[config.mk]
export PLATFORM = sky130hd
export DESIGN_NAME = pmbus_target
export DESIGN_NICKNAME = d
export VERILOG_FILES = /design/src/hdl/pmbus_pkg.sv /design/src/hdl/line_event_if.sv /design/src/hdl/smbus_line_sync.sv /design/src/hdl/pmbus_target.sv
export SDC_FILE = /design/constraint.sdc
export NUM_CORES = 1
export LEC_CHECK = 0
export BUFFER_PORTS_ARGS = -buffer_cell sky130_fd_sc_hd__buf_2
export CAP_MARGIN = 25
export CORE_MARGIN = 1
export CORE_UTILIZATION = 45
export DETAILED_ROUTE_END_ITERATION = 16
export SLEW_MARGIN = 30
export SYNTH_ARGS = -nofsm -noshare
export SYNTH_HDL_FRONTEND = slang
export SYNTH_SLANG_ARGS = --single-unit
export TNS_END_PERCENT = 50
[constraint.sdc]
create_clock -name clock_in -period 2.35 [get_ports clock_in]
set_clock_uncertainty 0.15 [all_clocks]
set_input_delay 0.1175 -clock clock_in [delete_from_list [all_inputs] [get_ports clock_in]]
set_output_delay 0.1175 -clock clock_in [all_outputs]
set_load 0.005 [all_outputs]
[src/hdl/pmbus_pkg.sv]
// Constants, types and helper functions for the PMBus target front end
package pmbus_pkg;

    // Clock and strap sampling time
    localparam int CLK_FREQ_HZ = 100_000_000;
    localparam int STRAP_SETTLE_US = 10;
    localparam int STRAP_SETTLE_CYC = STRAP_SETTLE_US * (CLK_FREQ_HZ / 1_000_000);

    // Strap code layout: two group bits over three offset bits
    localparam int STRAP_W = 5;
    localparam int STRAP_GRP_MSB = 4;
    localparam int STRAP_GRP_LSB = 3;
    localparam int STRAP_OFS_MSB = 2;

    // 7-bit base address of each strap group
    localparam logic [6:0] GRP0_BASE = 7'h40;
    localparam logic [6:0] GRP1_BASE = 7'h50;
    localparam logic [6:0] GRP2_BASE = 7'h58;
    localparam logic [6:0] GRP3_BASE = 7'h60;

    // Address byte layout and special addresses
    localparam int RW_BIT = 0;
    localparam logic RW_WRITE = 1'b0;
    localparam logic RW_READ = 1'b1;
    localparam logic [7:0] ARA_BYTE = 8'h19;

    // Command codes and page values
    localparam logic [7:0] CMD_PAGE = 8'h00;
    localparam logic [7:0] CMD_CLEAR_FAULTS = 8'h03;
    localparam logic [7:0] PAGE_OUT0 = 8'h00;
    localparam logic [7:0] PAGE_OUT1 = 8'h01;
    localparam logic [7:0] PAGE_BOTH = 8'hff;
    localparam logic [7:0] PAGE_RESET = 8'h00;
    localparam logic [1:0] SEL_OUT0 = 2'h1;
    localparam logic [1:0] SEL_OUT1 = 2'h2;
    localparam logic [1:0] SEL_BOTH = 2'h3;

    // Packet error check: CRC-8, polynomial x^8+x^2+x+1, zero seed
    localparam logic [7:0] CRC_POLY = 8'h07;
    localparam logic [7:0] CRC_SEED = 8'h00;
    localparam logic [7:0] FILL_BYTE = 8'hff;

    typedef enum logic [3:0] {
        ST_IDLE,
        ST_ADDR,
        ST_CMD,
        ST_WDATA,
        ST_ACK,
        ST_TX,
        ST_TX_ACK,
        ST_SKIP
    } bus_state_t;

    // Strap code to 7-bit target address; every result lies in an accepted range
    function automatic logic [6:0] strap_to_addr(input logic [STRAP_W-1:0] code);
        logic [6:0] base;
        base = GRP0_BASE;
        unique case (code[STRAP_GRP_MSB:STRAP_GRP_LSB])
            2'h0: base = GRP0_BASE;
            2'h1: base = GRP1_BASE;
            2'h2: base = GRP2_BASE;
            2'h3: base = GRP3_BASE;
        endcase
        return base | {4'h0, code[STRAP_OFS_MSB:0]};
    endfunction

    // One byte through the CRC-8, msb first
    function automatic logic [7:0] crc8_step(input logic [7:0] crc, input logic [7:0] data);
        logic [7:0] c;
        c = crc ^ data;
        for (int i = 0; i < 8; i++) begin
            c = c[7] ? {c[6:0], 1'b0} ^ CRC_POLY : {c[6:0], 1'b0};
        end
        return c;
    endfunction

endpackage

[src/hdl/line_event_if.sv]
// Synchronised bus line levels and edge events between the line sampler and the target
`timescale 1ns/1ps
interface line_event_if;
    logic scl;
    logic sda;
    logic scl_rise;
    logic scl_fall;
    logic start_det;
    logic stop_det;
    modport src (output scl, output sda, output scl_rise, output scl_fall, output start_det, output stop_det);
    modport dst (input scl, input sda, input scl_rise, input scl_fall, input start_det, input stop_det);
endinterface

[src/hdl/smbus_line_sync.sv]
// Two-stage synchroniser and edge/condition detector for the serial clock and data lines
`timescale 1ns/1ps
module smbus_line_sync (
    input wire logic clock_in,
    input wire logic rst_n_in,
    input wire logic ce_in,
    input wire logic scl_in,
    input wire logic sda_in,
    line_event_if.src ev
);
    logic scl_meta_q, scl_sync_q, scl_prev_q;
    logic sda_meta_q, sda_sync_q, sda_prev_q;

    // Lines idle high, so reset to one to avoid a false start
    always_ff @(posedge clock_in) begin
        if (!rst_n_in) begin
            scl_meta_q <= 1'b1;
            scl_sync_q <= 1'b1;
            scl_prev_q <= 1'b1;
            sda_meta_q <= 1'b1;
            sda_sync_q <= 1'b1;
            sda_prev_q <= 1'b1;
        end else if (ce_in) begin
            scl_meta_q <= scl_in;
            scl_sync_q <= scl_meta_q;
            scl_prev_q <= scl_sync_q;
            sda_meta_q <= sda_in;
            sda_sync_q <= sda_meta_q;
            sda_prev_q <= sda_sync_q;
        end
    end

    // Events look only at the second and third stages
    assign ev.scl = scl_sync_q;
    assign ev.sda = sda_sync_q;
    assign ev.scl_rise = scl_sync_q & ~scl_prev_q;
    assign ev.scl_fall = ~scl_sync_q & scl_prev_q;
    assign ev.start_det = scl_sync_q & scl_prev_q & sda_prev_q & ~sda_sync_q;
    assign ev.stop_det = scl_sync_q & scl_prev_q & ~sda_prev_q & sda_sync_q;
endmodule

[src/hdl/pmbus_target.sv]
// PMBus target front end: strapped address, command capture, page select, alert response, PEC
// Notes on behaviour
// - Own bus address comes from the strap pin code, captured after reset.
// - Besides the alert response address, only addresses 80-8E, A0-AE, B0-BE, C0-CE (8-bit form) are ever answered.
// - Address byte lsb selects direction: zero writes, one reads.
// - Any command code 00 through FF is taken after a write address.
// - Page 0 steers commands to output 0, page 1 to output 1.
// - The 7-bit address is the 8-bit write address shifted right once.
// - Framing follows PMBus 1.3 and SMBus 2.0.
// - With alert asserted, a read to address 0001_1001 returns our own address.
// - An optional trailing PEC byte with acknowledge ends a transaction.
// - Page command 00h selects output 0, 1 or both; page 0 after reset.
// - Clear-faults command 03h without data clears faults and releases alert.
// - Output overvoltage or undervoltage sets a fault and asserts the alert.
`timescale 1ns/1ps
module pmbus_target #(
    parameter int STRAP_SETTLE_CYCLES = pmbus_pkg::STRAP_SETTLE_CYC
) (
    input wire logic clock_in,
    input wire logic rst_n_in,
    input wire logic ce_in,
    input wire logic scl_in,
    input wire logic sda_in,
    output logic sda_out,
    output logic sda_oe_out,
    input wire logic [pmbus_pkg::STRAP_W-1:0] address_strap_pin_in,
    input wire logic [1:0] ov_fault_in,
    input wire logic [1:0] uv_fault_in,
    input wire logic [7:0] rd_data_in,
    output logic bus_alert_out,
    output logic [1:0] page_sel_out,
    output logic [7:0] cmd_code_out,
    output logic cmd_strobe_out,
    output logic [6:0] own_addr_out,
    output logic addr_valid_out,
    output logic pec_error_out
);
    if (STRAP_SETTLE_CYCLES < 1 || STRAP_SETTLE_CYCLES > 65535) begin : g_bad_settle
        $error("STRAP_SETTLE_CYCLES must lie in 1..65535");
    end

    line_event_if ev ();

    smbus_line_sync u_sync (
        .clock_in(clock_in),
        .rst_n_in(rst_n_in),
        .ce_in(ce_in),
        .scl_in(scl_in),
        .sda_in(sda_in),
        .ev(ev)
    );

    logic [pmbus_pkg::STRAP_W-1:0] strap_meta_q, strap_sync_q;
    logic [15:0] settle_cnt_q;
    logic [6:0] own_addr_q;
    logic addr_valid_q;
    pmbus_pkg::bus_state_t state_q, next_q;
    logic [2:0] bit_cnt_q;
    logic [6:0] shreg_q;
    logic [7:0] rx_byte;
    logic [7:0] tx_q, cmd_q, wdata_q, page_q, crc_q;
    logic [1:0] wr_cnt_q;
    logic cmd_seen_q, pec_match_q, sda_oe_q, first_tx_q;
    logic [3:0] fault_q;
    logic addr_hit, ara_hit, byte_done, pec_bad, commit_page, commit_clear, clear_now;
    logic [1:0] data_need;

    // Strap pin is a foreign level: two flops, then a settle count before capture
    always_ff @(posedge clock_in) begin
        if (!rst_n_in) begin
            strap_meta_q <= '0;
            strap_sync_q <= '0;
            settle_cnt_q <= 16'h0000;
            own_addr_q <= 7'h00;
            addr_valid_q <= 1'b0;
        end else if (ce_in) begin
            strap_meta_q <= address_strap_pin_in;
            strap_sync_q <= strap_meta_q;
            if (!addr_valid_q) begin
                if (settle_cnt_q == 16'(STRAP_SETTLE_CYCLES - 1)) begin
                    own_addr_q <= pmbus_pkg::strap_to_addr(strap_sync_q);
                    addr_valid_q <= 1'b1;
                end else begin
                    settle_cnt_q <= settle_cnt_q + 16'h0001;
                end
            end
        end
    end

    // Received byte and address decode
    assign rx_byte = {shreg_q, ev.sda};
    assign byte_done = ev.scl_rise && (bit_cnt_q == 3'h7);
    assign addr_hit = addr_valid_q && (rx_byte[7:1] == own_addr_q);
    assign ara_hit = (rx_byte == pmbus_pkg::ARA_BYTE) && bus_alert_out;

    // Stop-time commit: data bytes needed per command, one extra byte is PEC
    assign data_need = (cmd_q == pmbus_pkg::CMD_PAGE) ? 2'h1 : 2'h0;
    assign pec_bad = cmd_seen_q && (wr_cnt_q == data_need + 2'h1) && !pec_match_q;
    assign commit_page = ev.stop_det && cmd_seen_q && (cmd_q == pmbus_pkg::CMD_PAGE) &&
                         ((wr_cnt_q == 2'h1) || (wr_cnt_q == 2'h2 && pec_match_q));
    assign commit_clear = ev.stop_det && cmd_seen_q && (cmd_q == pmbus_pkg::CMD_CLEAR_FAULTS) &&
                          ((wr_cnt_q == 2'h0) || (wr_cnt_q == 2'h1 && pec_match_q));
    assign clear_now = ce_in && commit_clear;

    // Byte-level state machine; start and stop take priority over bit events
    always_ff @(posedge clock_in) begin
        if (!rst_n_in) begin
            state_q <= pmbus_pkg::ST_IDLE;
            next_q <= pmbus_pkg::ST_IDLE;
            bit_cnt_q <= 3'h0;
            shreg_q <= 7'h00;
            tx_q <= pmbus_pkg::FILL_BYTE;
            cmd_q <= 8'h00;
            wdata_q <= 8'h00;
            crc_q <= pmbus_pkg::CRC_SEED;
            wr_cnt_q <= 2'h0;
            cmd_seen_q <= 1'b0;
            pec_match_q <= 1'b0;
            sda_oe_q <= 1'b0;
            first_tx_q <= 1'b0;
        end else if (ce_in) begin
            if (ev.start_det) begin
                state_q <= pmbus_pkg::ST_ADDR;
                bit_cnt_q <= 3'h0;
                sda_oe_q <= 1'b0;
                if (state_q == pmbus_pkg::ST_IDLE || state_q == pmbus_pkg::ST_SKIP) begin
                    crc_q <= pmbus_pkg::CRC_SEED; // Repeated start keeps the running PEC
                end
            end else if (ev.stop_det) begin
                state_q <= pmbus_pkg::ST_IDLE;
                sda_oe_q <= 1'b0;
                cmd_seen_q <= 1'b0;
                wr_cnt_q <= 2'h0;
                crc_q <= pmbus_pkg::CRC_SEED;
            end else begin
                unique case (state_q)
                    pmbus_pkg::ST_IDLE, pmbus_pkg::ST_SKIP: begin
                        sda_oe_q <= 1'b0;
                    end
                    pmbus_pkg::ST_ADDR, pmbus_pkg::ST_CMD, pmbus_pkg::ST_WDATA: begin
                        if (ev.scl_rise) begin
                            shreg_q <= rx_byte[6:0];
                            bit_cnt_q <= bit_cnt_q + 3'h1;
                        end
                        if (byte_done) begin
                            crc_q <= pmbus_pkg::crc8_step(crc_q, rx_byte);
                            state_q <= pmbus_pkg::ST_ACK;
                            if (state_q == pmbus_pkg::ST_ADDR) begin
                                if (!(addr_hit || ara_hit)) begin
                                    state_q <= pmbus_pkg::ST_SKIP;
                                end else if (rx_byte[pmbus_pkg::RW_BIT] == pmbus_pkg::RW_READ) begin
                                    next_q <= pmbus_pkg::ST_TX;
                                    first_tx_q <= 1'b1;
                                    if (ara_hit && !addr_hit) begin
                                        tx_q <= {own_addr_q, 1'b0};
                                    end else if (cmd_q == pmbus_pkg::CMD_PAGE) begin
                                        tx_q <= page_q;
                                    end else begin
                                        tx_q <= rd_data_in;
                                    end
                                end else begin
                                    next_q <= pmbus_pkg::ST_CMD;
                                    cmd_seen_q <= 1'b0;
                                    wr_cnt_q <= 2'h0;
                                end
                            end else if (state_q == pmbus_pkg::ST_CMD) begin
                                cmd_q <= rx_byte;
                                cmd_seen_q <= 1'b1;
                                next_q <= pmbus_pkg::ST_WDATA;
                            end else begin
                                if (wr_cnt_q == 2'h0) begin
                                    wdata_q <= rx_byte;
                                end
                                pec_match_q <= (rx_byte == crc_q);
                                if (wr_cnt_q != 2'h3) begin
                                    wr_cnt_q <= wr_cnt_q + 2'h1;
                                end
                                next_q <= pmbus_pkg::ST_WDATA;
                            end
                        end
                    end
                    pmbus_pkg::ST_ACK: begin
                        // First fall pulls the line low, second fall hands it on
                        if (ev.scl_fall) begin
                            if (!sda_oe_q) begin
                                sda_oe_q <= 1'b1;
                            end else begin
                                state_q <= next_q;
                                bit_cnt_q <= 3'h0;
                                sda_oe_q <= (next_q == pmbus_pkg::ST_TX) ? ~tx_q[7] : 1'b0;
                            end
                        end
                    end
                    pmbus_pkg::ST_TX: begin
                        if (ev.scl_rise) begin
                            if (!sda_oe_q && !ev.sda) begin
                                state_q <= pmbus_pkg::ST_SKIP; // Lost arbitration, withdraw
                            end else begin
                                bit_cnt_q <= bit_cnt_q + 3'h1;
                                if (bit_cnt_q == 3'h7) begin
                                    crc_q <= pmbus_pkg::crc8_step(crc_q, tx_q);
                                    state_q <= pmbus_pkg::ST_TX_ACK;
                                end
                            end
                        end else if (ev.scl_fall) begin
                            sda_oe_q <= ~tx_q[3'h7 - bit_cnt_q];
                        end
                    end
                    pmbus_pkg::ST_TX_ACK: begin
                        if (ev.scl_fall) begin
                            sda_oe_q <= 1'b0;
                        end else if (ev.scl_rise) begin
                            if (ev.sda) begin
                                state_q <= pmbus_pkg::ST_SKIP; // Host ended the read
                            end else begin
                                state_q <= pmbus_pkg::ST_TX;
                                bit_cnt_q <= 3'h0;
                                first_tx_q <= 1'b0;
                                tx_q <= first_tx_q ? crc_q : pmbus_pkg::FILL_BYTE;
                            end
                        end
                    end
                    default: begin
                        state_q <= pmbus_pkg::ST_IDLE;
                    end
                endcase
            end
        end
    end

    // Page register, committed only at stop so a bad PEC can veto it
    always_ff @(posedge clock_in) begin
        if (!rst_n_in) begin
            page_q <= pmbus_pkg::PAGE_RESET;
        end else if (ce_in && commit_page) begin
            if (wdata_q == pmbus_pkg::PAGE_OUT0 || wdata_q == pmbus_pkg::PAGE_OUT1 ||
                wdata_q == pmbus_pkg::PAGE_BOTH) begin
                page_q <= wdata_q;
            end
        end
    end

    // Sticky faults; a new fault in the clearing cycle survives the clear
    always_ff @(posedge clock_in) begin
        if (!rst_n_in) begin
            fault_q <= 4'h0;
        end else if (ce_in) begin
            fault_q <= (clear_now ? 4'h0 : fault_q) | {uv_fault_in, ov_fault_in};
        end
    end

    // Command strobe and PEC error pulses
    always_ff @(posedge clock_in) begin
        if (!rst_n_in) begin
            cmd_strobe_out <= 1'b0;
            pec_error_out <= 1'b0;
        end else if (ce_in) begin
            cmd_strobe_out <= (state_q == pmbus_pkg::ST_CMD) && byte_done && !ev.start_det && !ev.stop_det;
            pec_error_out <= ev.stop_det && pec_bad;
        end else begin
            cmd_strobe_out <= 1'b0;
            pec_error_out <= 1'b0;
        end
    end

    // Page decode towards the output stages
    always_comb begin
        unique case (page_q)
            pmbus_pkg::PAGE_OUT1: page_sel_out = pmbus_pkg::SEL_OUT1;
            pmbus_pkg::PAGE_BOTH: page_sel_out = pmbus_pkg::SEL_BOTH;
            default: page_sel_out = pmbus_pkg::SEL_OUT0;
        endcase
    end

    // Open-drain data line: only ever pulls low
    assign sda_out = 1'b0;
    assign sda_oe_out = sda_oe_q;
    assign bus_alert_out = |fault_q;
    assign cmd_code_out = cmd_q;
    assign own_addr_out = own_addr_q;
    assign addr_valid_out = addr_valid_q;

    a_nack_foreign: assert property (@(posedge clock_in) disable iff (!rst_n_in)
        (ce_in && state_q == pmbus_pkg::ST_ADDR && byte_done && !ev.start_det && !ev.stop_det
         && !addr_hit && !ara_hit) |=> (state_q == pmbus_pkg::ST_SKIP) && !sda_oe_out)
        else $error("Foreign address was not left alone");

    a_skip_silent: assert property (@(posedge clock_in) disable iff (!rst_n_in)
        (state_q == pmbus_pkg::ST_SKIP) |-> !sda_oe_out)
        else $error("Data line driven while skipping");

    a_own_addr_range: assert property (@(posedge clock_in) disable iff (!rst_n_in)
        addr_valid_out |-> (own_addr_out[6:3] == 4'h8 || own_addr_out[6:3] == 4'ha ||
                            own_addr_out[6:3] == 4'hb || own_addr_out[6:3] == 4'hc))
        else $error("Own address outside accepted set");

    a_strap_capture: assert property (@(posedge clock_in) disable iff (!rst_n_in)
        $rose(addr_valid_out) |-> own_addr_out == pmbus_pkg::strap_to_addr($past(strap_sync_q)))
        else $error("Own address differs from strap code");

    a_dir_split: assert property (@(posedge clock_in) disable iff (!rst_n_in)
        (ce_in && state_q == pmbus_pkg::ST_ADDR && byte_done && !ev.start_det && !ev.stop_det && addr_hit)
        |=> next_q == ($past(rx_byte[pmbus_pkg::RW_BIT]) ? pmbus_pkg::ST_TX : pmbus_pkg::ST_CMD))
        else $error("Direction bit not honoured");

    a_cmd_taken: assert property (@(posedge clock_in) disable iff (!rst_n_in)
        (ce_in && state_q == pmbus_pkg::ST_CMD && byte_done && !ev.start_det && !ev.stop_det)
        |=> cmd_strobe_out && cmd_code_out == $past(rx_byte))
        else $error("Command byte not captured");

    a_ara_reply: assert property (@(posedge clock_in) disable iff (!rst_n_in)
        (ce_in && state_q == pmbus_pkg::ST_ADDR && byte_done && !ev.start_det && !ev.stop_det
         && ara_hit && !addr_hit) |=> tx_q == {own_addr_out, 1'b0})
        else $error("Alert response does not carry own address");

    a_page_commit: assert property (@(posedge clock_in) disable iff (!rst_n_in)
        (ce_in && commit_page && wdata_q == pmbus_pkg::PAGE_OUT1)
        |=> page_sel_out == pmbus_pkg::SEL_OUT1 ##1 (page_q == pmbus_pkg::PAGE_OUT1 || commit_page))
        else $error("Page write not applied");

    a_clear_alert: assert property (@(posedge clock_in) disable iff (!rst_n_in)
        (clear_now && ov_fault_in == 2'h0 && uv_fault_in == 2'h0) |=> !bus_alert_out)
        else $error("Clear faults left alert asserted");

    a_fault_alert: assert property (@(posedge clock_in) disable iff (!rst_n_in)
        (ce_in && (|ov_fault_in || |uv_fault_in)) |=> bus_alert_out)
        else $error("Fault did not raise alert");

    a_pec_veto: assert property (@(posedge clock_in) disable iff (!rst_n_in)
        (ce_in && ev.stop_det && pec_bad) |=> pec_error_out && $stable(page_q))
        else $error("Bad PEC not flagged or not vetoed");
endmodule

==> results of run 1 <==
metrics by stage:
stage / setup WS (ns) / total power (W)
6_report: 0.0968 / 0.00370
5_1_grt: -0.0182 / 0.00382
4_1_cts: 0.0572 / 0.00373
3_5_place_dp: 0.0679 / 0.00218
3_3_place_gp: 0.0416 / 0.00218
2_1_floorplan: 0.187 / 0.00209
area by class of cell:
cell class	count	area (um2)	share of cell area, %
Sequential cell	108	2170	31.2
Timing Repair Buffer	107	723	10.4
Inverter	23	87.6	1.26
Clock buffer	10	239	3.44
Multi-Input combinational cell	494	3450	49.7
Tap cell	172	215	3.10
Clock inverter	6	63.8	0.918
synthesized netlist by cell type, types with 4 or more instances:
master      n  area, um2
nand3_1    10       50.1
nand4_1    14       87.6
and3_1      6       37.5
clkbuf_1   14       52.6
o21ai_0    15       75.1
and2_1      4       25.0
inv_1      22       82.6
buf_2      14       70.1
nor3_1     10       50.1
buf_4       4       30.0
nor4_1      8       50.1
mux2i_1    49        490
a31oi_1     4       25.0
nand2b_1    6       37.5
nand2_1    42        158
dfxtp_1   108       2160
or3_1      10       62.6
a211oi_1    7       52.6
or4_1       6       45.0
a22o_1     11       96.3
ha_1       12        150
a21oi_1    47        235
o21ai_1    10       50.1
xor2_1     19        166
xnor2_1    42        368
nor2_1     87        327
mux2_4     10        150
worst reg2reg max path, cell delays in order, from the launching register on:
cell and delay (ns):
dfxtp_1 0.53, xnor2_1 0.21, nand4_2 0.20, o21ai_2 0.46, o22ai_1 0.17, a311oi_1 0.33
nor3_1 0.07
routing by layer:
| metal | routed length, um | share of wire [%] | vias to the layer above | global-route usage, % |
|---|---|---|---|---|
| li1 | - | - | 2503 | - |
| met3 | 582 | 3.8 | 20 | 4.62 |
| met5 | 0 | 0 | - | 0 |
| met4 | 295 | 1.9 | 0 | 8.02 |
| met1 | 7220 | 47 | 2342 | 31.1 |
| met2 | 7270 | 47 | 100 | 40.1 |
flip-flops by register name (all words and copies together), names as in the netlist, 2 cells and up:
register / count
next_q: 3
state_q: 3
bit_cnt_q: 3
wdata_q: 8
crc_q: 8
tx_q: 8
strap_sync_q: 5
settle_cnt_q: 16
shreg_q: 7
own_addr_out: 7
strap_meta_q: 5
page_q: 8
fault_q: 4
wr_cnt_q: 2
cmd_code_out: 8
power groups by stage:
stage                     sequential (W)  combinational (W)  clock (W)
after floorplan                  0.00191           0.000174          0
after global placement           0.00192           0.000255          0
after detailed placement         0.00192           0.000259          0
after CTS                        0.00188           0.000273    0.00158
after global routing             0.00189           0.000299    0.00164
final                            0.00188           0.000276    0.00154
cell families after synthesis:
logic type | share of synthesized area [%]
other | 0.0635
buffers and inverters | 5.27
xor gates and xnor gates | 9.59
AOI/OAI and AO/OA | 14.1
adders and majority gates | 2.54
muxes | 11.8
and+or+nand+nor | 20.0
DFF | 36.6
timing repair:
action | in CTS | in global routing
setup endpoints to repair | 0 | 35
resized for setup | 0 | 9
endpoints found under the hold margin | 11 | 0
hold buffers | 11 | 0
final timing paths:
check,from,to,slack [ns],cells after the start
hold / removal,rst_n_in,u_sync.sda_meta_q,0.06,3
setup reg to reg,shreg_q[2],state_q[0],0.1,6
hold reg to reg,next_q[2],next_q[2],0.33,2
setup / recovery,shreg_q[2],state_q[0],0.1,6
==> flow_metrics.env, run 1 <==
export IMPL_synth_top_flop_cell="dfxtp_1"
export IMPL_end_kind="flop"
export IMPL_ys_types=73
export IMPL_switchingPower_w=0.000946
export IMPL_async_reset_ff_share_pct=0
export IMPL_grt_max_degree=44
export IMPL_die_area_mm2=0.0136
export IMPL_wl_per_cell_um=16.7
export IMPL_drv_slew=0
export IMPL_core_area_mm2=0.0127
export IMPL_period_share_pct=95.9
export IMPL_cts_tree="built"
export IMPL_placed_area_mm2=0.00651
export IMPL_n_fill_cell=1212
export IMPL_yosysSeqAreaShare_pct=36.6
export IMPL_cp_slowest_cell="dfxtp_1"
export IMPL_setup_viol=0
export IMPL_synth_edf_count=0
export IMPL_postSynthAreaPerCell_um2=8.89
export IMPL_grt_total_usage_pct=24.0
export IMPL_pwr_share_comb_pct=7.5
export IMPL_rsz0062_at_grt="yes"
export IMPL_final_nets=777
export IMPL_cts_sinks=108
export IMPL_switching_share_pct=25.6
export IMPL_synth_area_mm2=0.00591
export IMPL_start_kind="flop"
export IMPL_finish_utilization_pct=54.6
export IMPL_path_buf_inv=0
export IMPL_synthToLayoutAreaGrowth_pct=17.6
export IMPL_intPower_w=0.00276
export IMPL_start_util_pct=46.4
export IMPL_drive_gt1_share_pct=20.9
export IMPL_grt_pass1_vias=4726
export IMPL_clock_latency_ns=0.36
export IMPL_post_drt_via_cell_ratio=5.40
export IMPL_path_max_fanout=6
export IMPL_dpl_cell_count=893
export IMPL_fmax_ghz=0.444
export IMPL_drt_total_wl_um=15400
export IMPL_outcome="complete, no violations"
export IMPL_numCtsBuffers=9
export IMPL_ant_nets=0
export IMPL_clockPowerShare_pct=41.7
export IMPL_critPathArrivalTime_ns=2.32
export IMPL_power_frac_seq_pct=50.8
export IMPL_cts_setup_buffers=0
export IMPL_finalHoldViolCount=0
export IMPL_ys_warn_count=0
export IMPL_maxCapViolCount=0
export IMPL_clk_pin_slew_ns=0.08
export IMPL_whs_ns=0.0593
export IMPL_port_buffers=43
export IMPL_fin_tns_setup_ns=0
export IMPL_layout_commonest_cell="dfxtp_1"
export IMPL_power_density_mw_per_mm2=533
export IMPL_stdcell_area_mm2=0.00695
export IMPL_critPathMaxStageDelay_ns=0.53
export IMPL_grt_pass1_wl_um=24700
export IMPL_ir_drop_mv=0.418
export IMPL_path_cells="xnor2_1 -> nand4_2 -> o21ai_2 -> o22ai_1 -> a311oi_1 -> nor3_1"
export IMPL_clock_path_buffers=2
export IMPL_place_hpwl_um=11500
export IMPL_drc=0
export IMPL_die_y_um=117
export IMPL_ios=45
export IMPL_drtPass1Iterations=4
export IMPL_max_slew_worst_pin_slew_ns=0.557
export IMPL_num_vias=4965
export IMPL_mostFrequentLayoutCells="dfxtp_1 (104), nor2_1 (87), buf_4 (53), mux2i_1 (49), a21oi_1 (47)"
export IMPL_syn_instance_count=665
export IMPL_grt_overflow=0
export IMPL_hold_path_class="primary input to flop"
export IMPL_maxSlewHeadroom_pct=62.6
export IMPL_root_buffer="clkbuf_16"
export IMPL_die_x_um=117
export IMPL_worst_endpoint_required_ns=2.42
export IMPL_period_minus_slack_ns=2.25
export IMPL_antenna_found_initial=0
export IMPL_htreeDepth=3
export IMPL_rows=41
export IMPL_power_leakage_nw=2.92
export IMPL_drtIter0Drc=356
export IMPL_synthesis_nets=699
export IMPL_ys_ff_latch=108
export IMPL_crit_family="compound AO/OA/AOI/OAI gates"
export IMPL_stdcell_count=920
export IMPL_gp_congestion=0.961
export IMPL_critPathKind="flop to flop"
export IMPL_antennaDiodeCount=0
Power figures use the tool's default switching activity.
==> run 2, diff against run 1 <==
Clock period 2.35 ns to 2.2 ns, I/O delays scaled along.
==> run 2 against run 1 <==
Effect of this change:
- clock-buffer cell count is 1 higher
- sequential power grew 7%
- via count is 3.3% higher
- wire length grew 1.3%
- hold slack improved by 0.048 ns
- first-iteration DRC count down 14%
- critical path type unchanged
==> flow_metrics.env, run 2 (synthesis results as in run 1) <==
export IMPL_ir_drop_mv=0.557
export IMPL_drtPass1Iterations=5
export IMPL_grt_total_usage_pct=24.1
export IMPL_core_area_mm2=0.0127
export IMPL_setup_viol=0
export IMPL_cts_tree="built"
export IMPL_rows=41
export IMPL_htreeDepth=3
export IMPL_ant_nets=0
export IMPL_grt_pass1_wl_um=24900
export IMPL_grt_max_degree=29
export IMPL_synthToLayoutAreaGrowth_pct=22.9
export IMPL_place_ws_ns=-0.0518
export IMPL_port_buffers=43
export IMPL_start_kind="flop"
export IMPL_path_cells="nor4_4 -> nand2_1 -> buf_4 -> mux2_4 -> mux2_4 -> a211oi_2 -> o21ai_1"
export IMPL_crit_start="cmd_code_out[0]"
export IMPL_total_power_w=0.00400
export IMPL_r2r_end="tx_q[7]"
export IMPL_place_hpwl_um=11700
export IMPL_outcome="complete, no violations"
export IMPL_drt_total_wl_um=15600
export IMPL_cp_slowest_cell="dfxtp_1"
export IMPL_wl_per_cell_um=16.5
export IMPL_antennaDiodeCount=0
export IMPL_layout_commonest_cell="dfxtp_1"
export IMPL_placed_area_mm2=0.00669
export IMPL_multiInputGateArea_mm2=0.00357
export IMPL_period_share_pct=97.4
export IMPL_period_minus_slack_ns=2.14
export IMPL_root_buffer="clkbuf_16"
export IMPL_n_fill_cell=1191
export IMPL_largest_register_ffs=16
export IMPL_worst_endpoint_required_ns=2.28
export IMPL_setup_ws_ns=0.0578
export IMPL_end_kind="flop"
export IMPL_critPathCapture="tx_q[7]"
export IMPL_clock_latency_ns=0.36
export IMPL_post_drt_via_cell_ratio=5.45
export IMPL_start_util_pct=46.4
export IMPL_gp_congestion=0.916
export IMPL_path_buf_inv=1
export IMPL_r2r_slack_ns=0.06
export IMPL_power_density_mw_per_mm2=551
export IMPL_clock_path_buffers=2
export IMPL_path_max_fanout=11
export IMPL_finalHoldViolCount=0
export IMPL_max_slew_worst_pin_slew_ns=0.488
export IMPL_critPathArrivalTime_ns=2.23
export IMPL_drive_gt1_share_pct=24.4
export IMPL_crit_family="multiplexers"
export IMPL_mostFrequentLayoutCells="dfxtp_1 (102), nor2_1 (86), buf_4 (70), mux2i_1 (49), a21oi_1 (47)"
export IMPL_drc=0
export IMPL_antenna_found_initial=0
export IMPL_die_y_um=117
export IMPL_num_vias=5129
export IMPL_drtIter0Drc=306
export IMPL_drv_slew=0
export IMPL_numCtsBuffers=9
export IMPL_seq_area_mm2=0.00217
export IMPL_hold_path_class="primary input to flop"
export IMPL_clk_pin_slew_ns=0.07
export IMPL_reg2reg_from="cmd_code_out[0]"
export IMPL_cpMostUsedCell="mux2_4"
export IMPL_power_leakage_nw=3.07
export IMPL_critPathKind="flop to flop"
export IMPL_maxSlewHeadroom_pct=67.1
export IMPL_grt_overflow=0
export IMPL_die_area_mm2=0.0136
export IMPL_top_register="settle_cnt_q"
export IMPL_maxCapViolCount=0
export IMPL_fmax_ghz=0.467
export IMPL_final_nets=798
export IMPL_r2r_cells=7
export IMPL_stdcell_area_mm2=0.00726
export IMPL_die_x_um=117
export IMPL_critPathMaxStageDelay_ns=0.34
export IMPL_rsz0062_at_grt="yes"
export IMPL_grt_pass1_vias=4788
export IMPL_cts_sinks=108
export IMPL_ios=45
export IMPL_cp_depth=7
==> run 2: cell count changes in the layout (fill, tap and decap cells not counted), moves of 2 or more <==
| cell | previous run | this run |
|---|---|---|
| nor4_2 | 3 | 1 |
| nor4_4 | 0 | 3 |
| nor3_1 | 10 | 8 |
| buf_4 | 53 | 70 |
| clkbuf_1 | 0 | 2 |
| a211oi_2 | 1 | 6 |
| dfxtp_2 | 4 | 6 |
| dfxtp_1 | 104 | 102 |
| buf_12 | 0 | 3 |
| a211oi_1 | 7 | 2 |
==> run 2: report_power, final <==
group          total (W)  internal, W  switching [W]
registers        0.00201      0.00198      0.0000257
clock network    0.00167     0.000903       0.000769
logic           0.000318     0.000142       0.000177
total            0.00400      0.00303       0.000971
==> run 2: cell type report <==
| cell class | count | area share (%) |
|---|---|---|
| multi-input cells | 494 | 49.1 |
| flip-flops and latches | 108 | 29.9 |
| repair buffers | 128 | 12.7 |
| clock buffers | 11 | 3.20 |
| well taps | 172 | 2.96 |
| inverters | 23 | 1.21 |
| clock inverters | 5 | 0.930 |
==> run 2: worst min path at each step <==
| stage | from | to | slack (ns) | cells past startpoint |
|---|---|---|---|---|
| after global routing | ce_in | sda_oe_out | 0.13 | 4 |
| after CTS | ce_in | sda_oe_out | 0.07 | 4 |
| after global placement | uv_fault_in[0] | fault_q[2] | 0.18 | 2 |
| final | ce_in | sda_oe_out | 0.11 | 4 |
| after detailed placement | scl_in | u_sync.scl_meta_q | 0.18 | 3 |
| after floorplan | scl_in | u_sync.scl_meta_q | 0.09 | 2 |
==> run 2: metal layers <==
metal	vias up	global-route usage, %	share of wire [%]
met2	121	39.6	47
met1	2434	31.7	46
li1	2547	-	-
met3	27	4.20	4.2
met4	0	8.52	2.4
met5	-	0	0
==> run 2: metrics by stage <==
| stage | utilization [%] | setup TNS, ns | hold slack (ns) | std cells |
|---|---|---|---|---|
| 4_1_cts | 56.0 | 0 | 0.0657 | 939 |
| 2_1_floorplan | - | 0 | 0.0884 | 665 |
| 6_report | 57.1 | 0 | 0.107 | 941 |
| 5_1_grt | 57.1 | -0.0387 | 0.134 | 941 |
| 3_5_place_dp | 52.6 | -0.134 | 0.179 | 911 |
| 3_3_place_gp | 52.6 | -0.0399 | 0.176 | 911 |
==> run 2: what timing repair did <==
item | 4_1_cts | 5_1_grt
gates resized for setup | 4 | 26
hold buffers | 12 | 0
setup buffers | 0 | 2
pin swaps | 0 | 8
setup endpoints to repair | 7 | 43
hold endpoints to repair | 16 | 0
==> run 2: worst min-delay path, stage by stage <==
cell and delay, ns:
buf_2 0.20, o31ai_1 0.12, a21oi_1 0.07, nor2_1 0.07
==> run 3, diff against run 2 <==
Settings changed: CTS_BUF_LIST from default to sky130_fd_sc_hd__clkbuf_16, PLACE_DENSITY_LB_ADDON from default to 0.05.
==> run 3 against run 2 <==
Effect of this change:
- sequential share of layout area fell by 0.10 points
- hold slack got worse by 0.066 ns
- critical path type unchanged
- first-iteration DRC count fell by 17%
- register-to-register slack improved by 0.02 ns
- die area did not move
- via count barely moved
- total power fell by 3.0%
- flip-flop and latch count did not move
==> flow_metrics.env, run 3 (synthesis results as in run 1) <==
export IMPL_die_y_um=117
export IMPL_drc=0
export IMPL_cts_tree="built"
export IMPL_grt_overflow=0
export IMPL_num_vias=5131
export IMPL_clock_path_buffers=2
export IMPL_max_slew_worst_pin_slew_ns=0.536
export IMPL_grt_pass1_wl_um=24500
export IMPL_drive_gt1_share_pct=25.7
export IMPL_critPathKind="flop to flop"
export IMPL_numCtsBuffers=9
export IMPL_mostFrequentLayoutCells="dfxtp_1 (99), nor2_1 (87), buf_4 (73), mux2i_1 (49), a21oi_1 (47)"
export IMPL_fin_tns_setup_ns=0
export IMPL_stdcell_area_mm2=0.00731
export IMPL_hold_depth=3
export IMPL_finalHoldViolCount=0
export IMPL_power_leakage_nw=3.10
export IMPL_start_kind="flop"
export IMPL_maxCapViolCount=0
export IMPL_n_fill_cell=1223
export IMPL_antennaDiodeCount=0
export IMPL_die_area_mm2=0.0136
export IMPL_die_x_um=117
export IMPL_cp_slowest_cell="or4_4"
export IMPL_clk_pin_slew_ns=0.07
export IMPL_port_buffers=43
export IMPL_critPathMaxStageDelay_ns=0.56
export IMPL_drtIter0Drc=254
export IMPL_antenna_found_initial=0
export IMPL_rsz0062_at_grt="no"
export IMPL_ant_nets=0
export IMPL_drv_slew=0
export IMPL_maxSlewHeadroom_pct=64.0
export IMPL_top_register="settle_cnt_q"
export IMPL_gp_congestion=0.901
export IMPL_grt_pass1_vias=4839
export IMPL_final_nets=804
export IMPL_total_power_w=0.00388
export IMPL_largest_register_ffs=16
export IMPL_fmax_ghz=0.471
export IMPL_wl_per_cell_um=16.4
export IMPL_crit_family="simple AND/OR/NAND/NOR gates"
export IMPL_worst_endpoint_required_ns=2.28
export IMPL_place_hpwl_um=11700
export IMPL_path_cells="or4_4 -> nand3_2 -> o21bai_4 -> mux2_4 -> a211oi_2 -> o21ai_1"
export IMPL_min_from="rst_n_in"
export IMPL_layout_commonest_cell="dfxtp_1"
export IMPL_power_density_mw_per_mm2=531
export IMPL_drtPass1Iterations=4
export IMPL_core_area_mm2=0.0127
export IMPL_grt_max_degree=74
export IMPL_path_max_fanout=7
export IMPL_synthToLayoutAreaGrowth_pct=23.7
export IMPL_clock_latency_ns=0.36
export IMPL_period_share_pct=96.6
export IMPL_finish_utilization_pct=57.5
export IMPL_grt_total_usage_pct=23.9
export IMPL_rows=41
export IMPL_crit_start="fault_q[0]"
export IMPL_setup_viol=0
export IMPL_start_util_pct=46.4
export IMPL_drt_total_wl_um=15500
export IMPL_r2r_cells=6
export IMPL_reg2reg_from="fault_q[0]"
export IMPL_htreeDepth=3
export IMPL_period_minus_slack_ns=2.12
export IMPL_end_kind="flop"
export IMPL_hold_path_class="primary input to flop"
export IMPL_cts_sinks=108
export IMPL_ir_drop_mv=0.427
export IMPL_root_buffer="clkbuf_16"
export IMPL_cp_depth=6
export IMPL_post_drt_via_cell_ratio=5.42
export IMPL_outcome="complete, no violations"
export IMPL_critPathArrivalTime_ns=2.21
export IMPL_path_buf_inv=0
export IMPL_ios=45
export IMPL_placed_area_mm2=0.00675
run 3: cell types whose count changed in the layout (fill, tap and decap cells not counted), sizes merged:
cell and delta:
buf +7, clkbuf -2, dlygate4sd3 -1, bufinv -1, inv +2
run 3: area by class of cell:
type / count / area (um2) / share of cell area, %
Multi-Input combinational cell: 494 / 3570 / 48.8
Sequential cell: 108 / 2180 / 29.8
Timing Repair Buffer: 134 / 990 / 13.5
Clock buffer: 9 / 225 / 3.08
Tap cell: 172 / 215 / 2.94
Inverter: 23 / 87.6 / 1.20
Clock inverter: 6 / 47.5 / 0.650
run 3: layer usage:
metal / vias to the layer above / wire, um / global-route usage (%) / part of all wire (%)
met5: - / 0 / 0 / 0
met4: 0 / 284 / 8.35 / 1.8
met3: 25 / 764 / 4.62 / 4.9
met2: 136 / 7160 / 38.6 / 46
met1: 2413 / 7310 / 31.8 / 47
li1: 2557 / - / - / -
run 3: worst paths after layout:
kind / slack, ns / endpoint
worst max-delay path: 0.08 / tx_q[6]
worst min-delay path: 0.04 / u_sync.scl_meta_q
worst max register to register: 0.08 / tx_q[6]
worst min register to register: 0.33 / u_sync.scl_meta_q
run 3: worst min-delay path, stage by stage:
cell     delay [ns]
buf_2          0.11
buf_4          0.22
nand2_1        0.08
run 3: what timing repair did:
item                                    4_1_cts  5_1_grt
cloned                                        0        1
endpoints found under the setup margin       17       33
setup buffers                                 2        1
gates resized for setup                       6       29
pin swaps                                     1        7
hold buffers                                 11        0
hold endpoints to repair                     11        0
run 3: report_power, final:
group | leakage [nW] | internal (W) | total (W) | switching [W]
registers | 0.876 | 0.00198 | 0.00201 | 0.0000260
clock network | 0.139 | 0.000779 | 0.00155 | 0.000775
logic | 2.08 | 0.000142 | 0.000316 | 0.000174
total | 3.10 | 0.00290 | 0.00388 | 0.000975
run 3: stage by stage:
step | hold slack [ns] | setup slack (ns) | cells
floorplan | 0.0884 | 0.0369 | 665
global placement | 0.177 | -0.0529 | 916
detailed placement | 0.186 | -0.112 | 916
CTS | 0.0309 | 0.00196 | 944
global route | 0.0612 | 0.000370 | 946
finish | 0.0409 | 0.0752 | 946
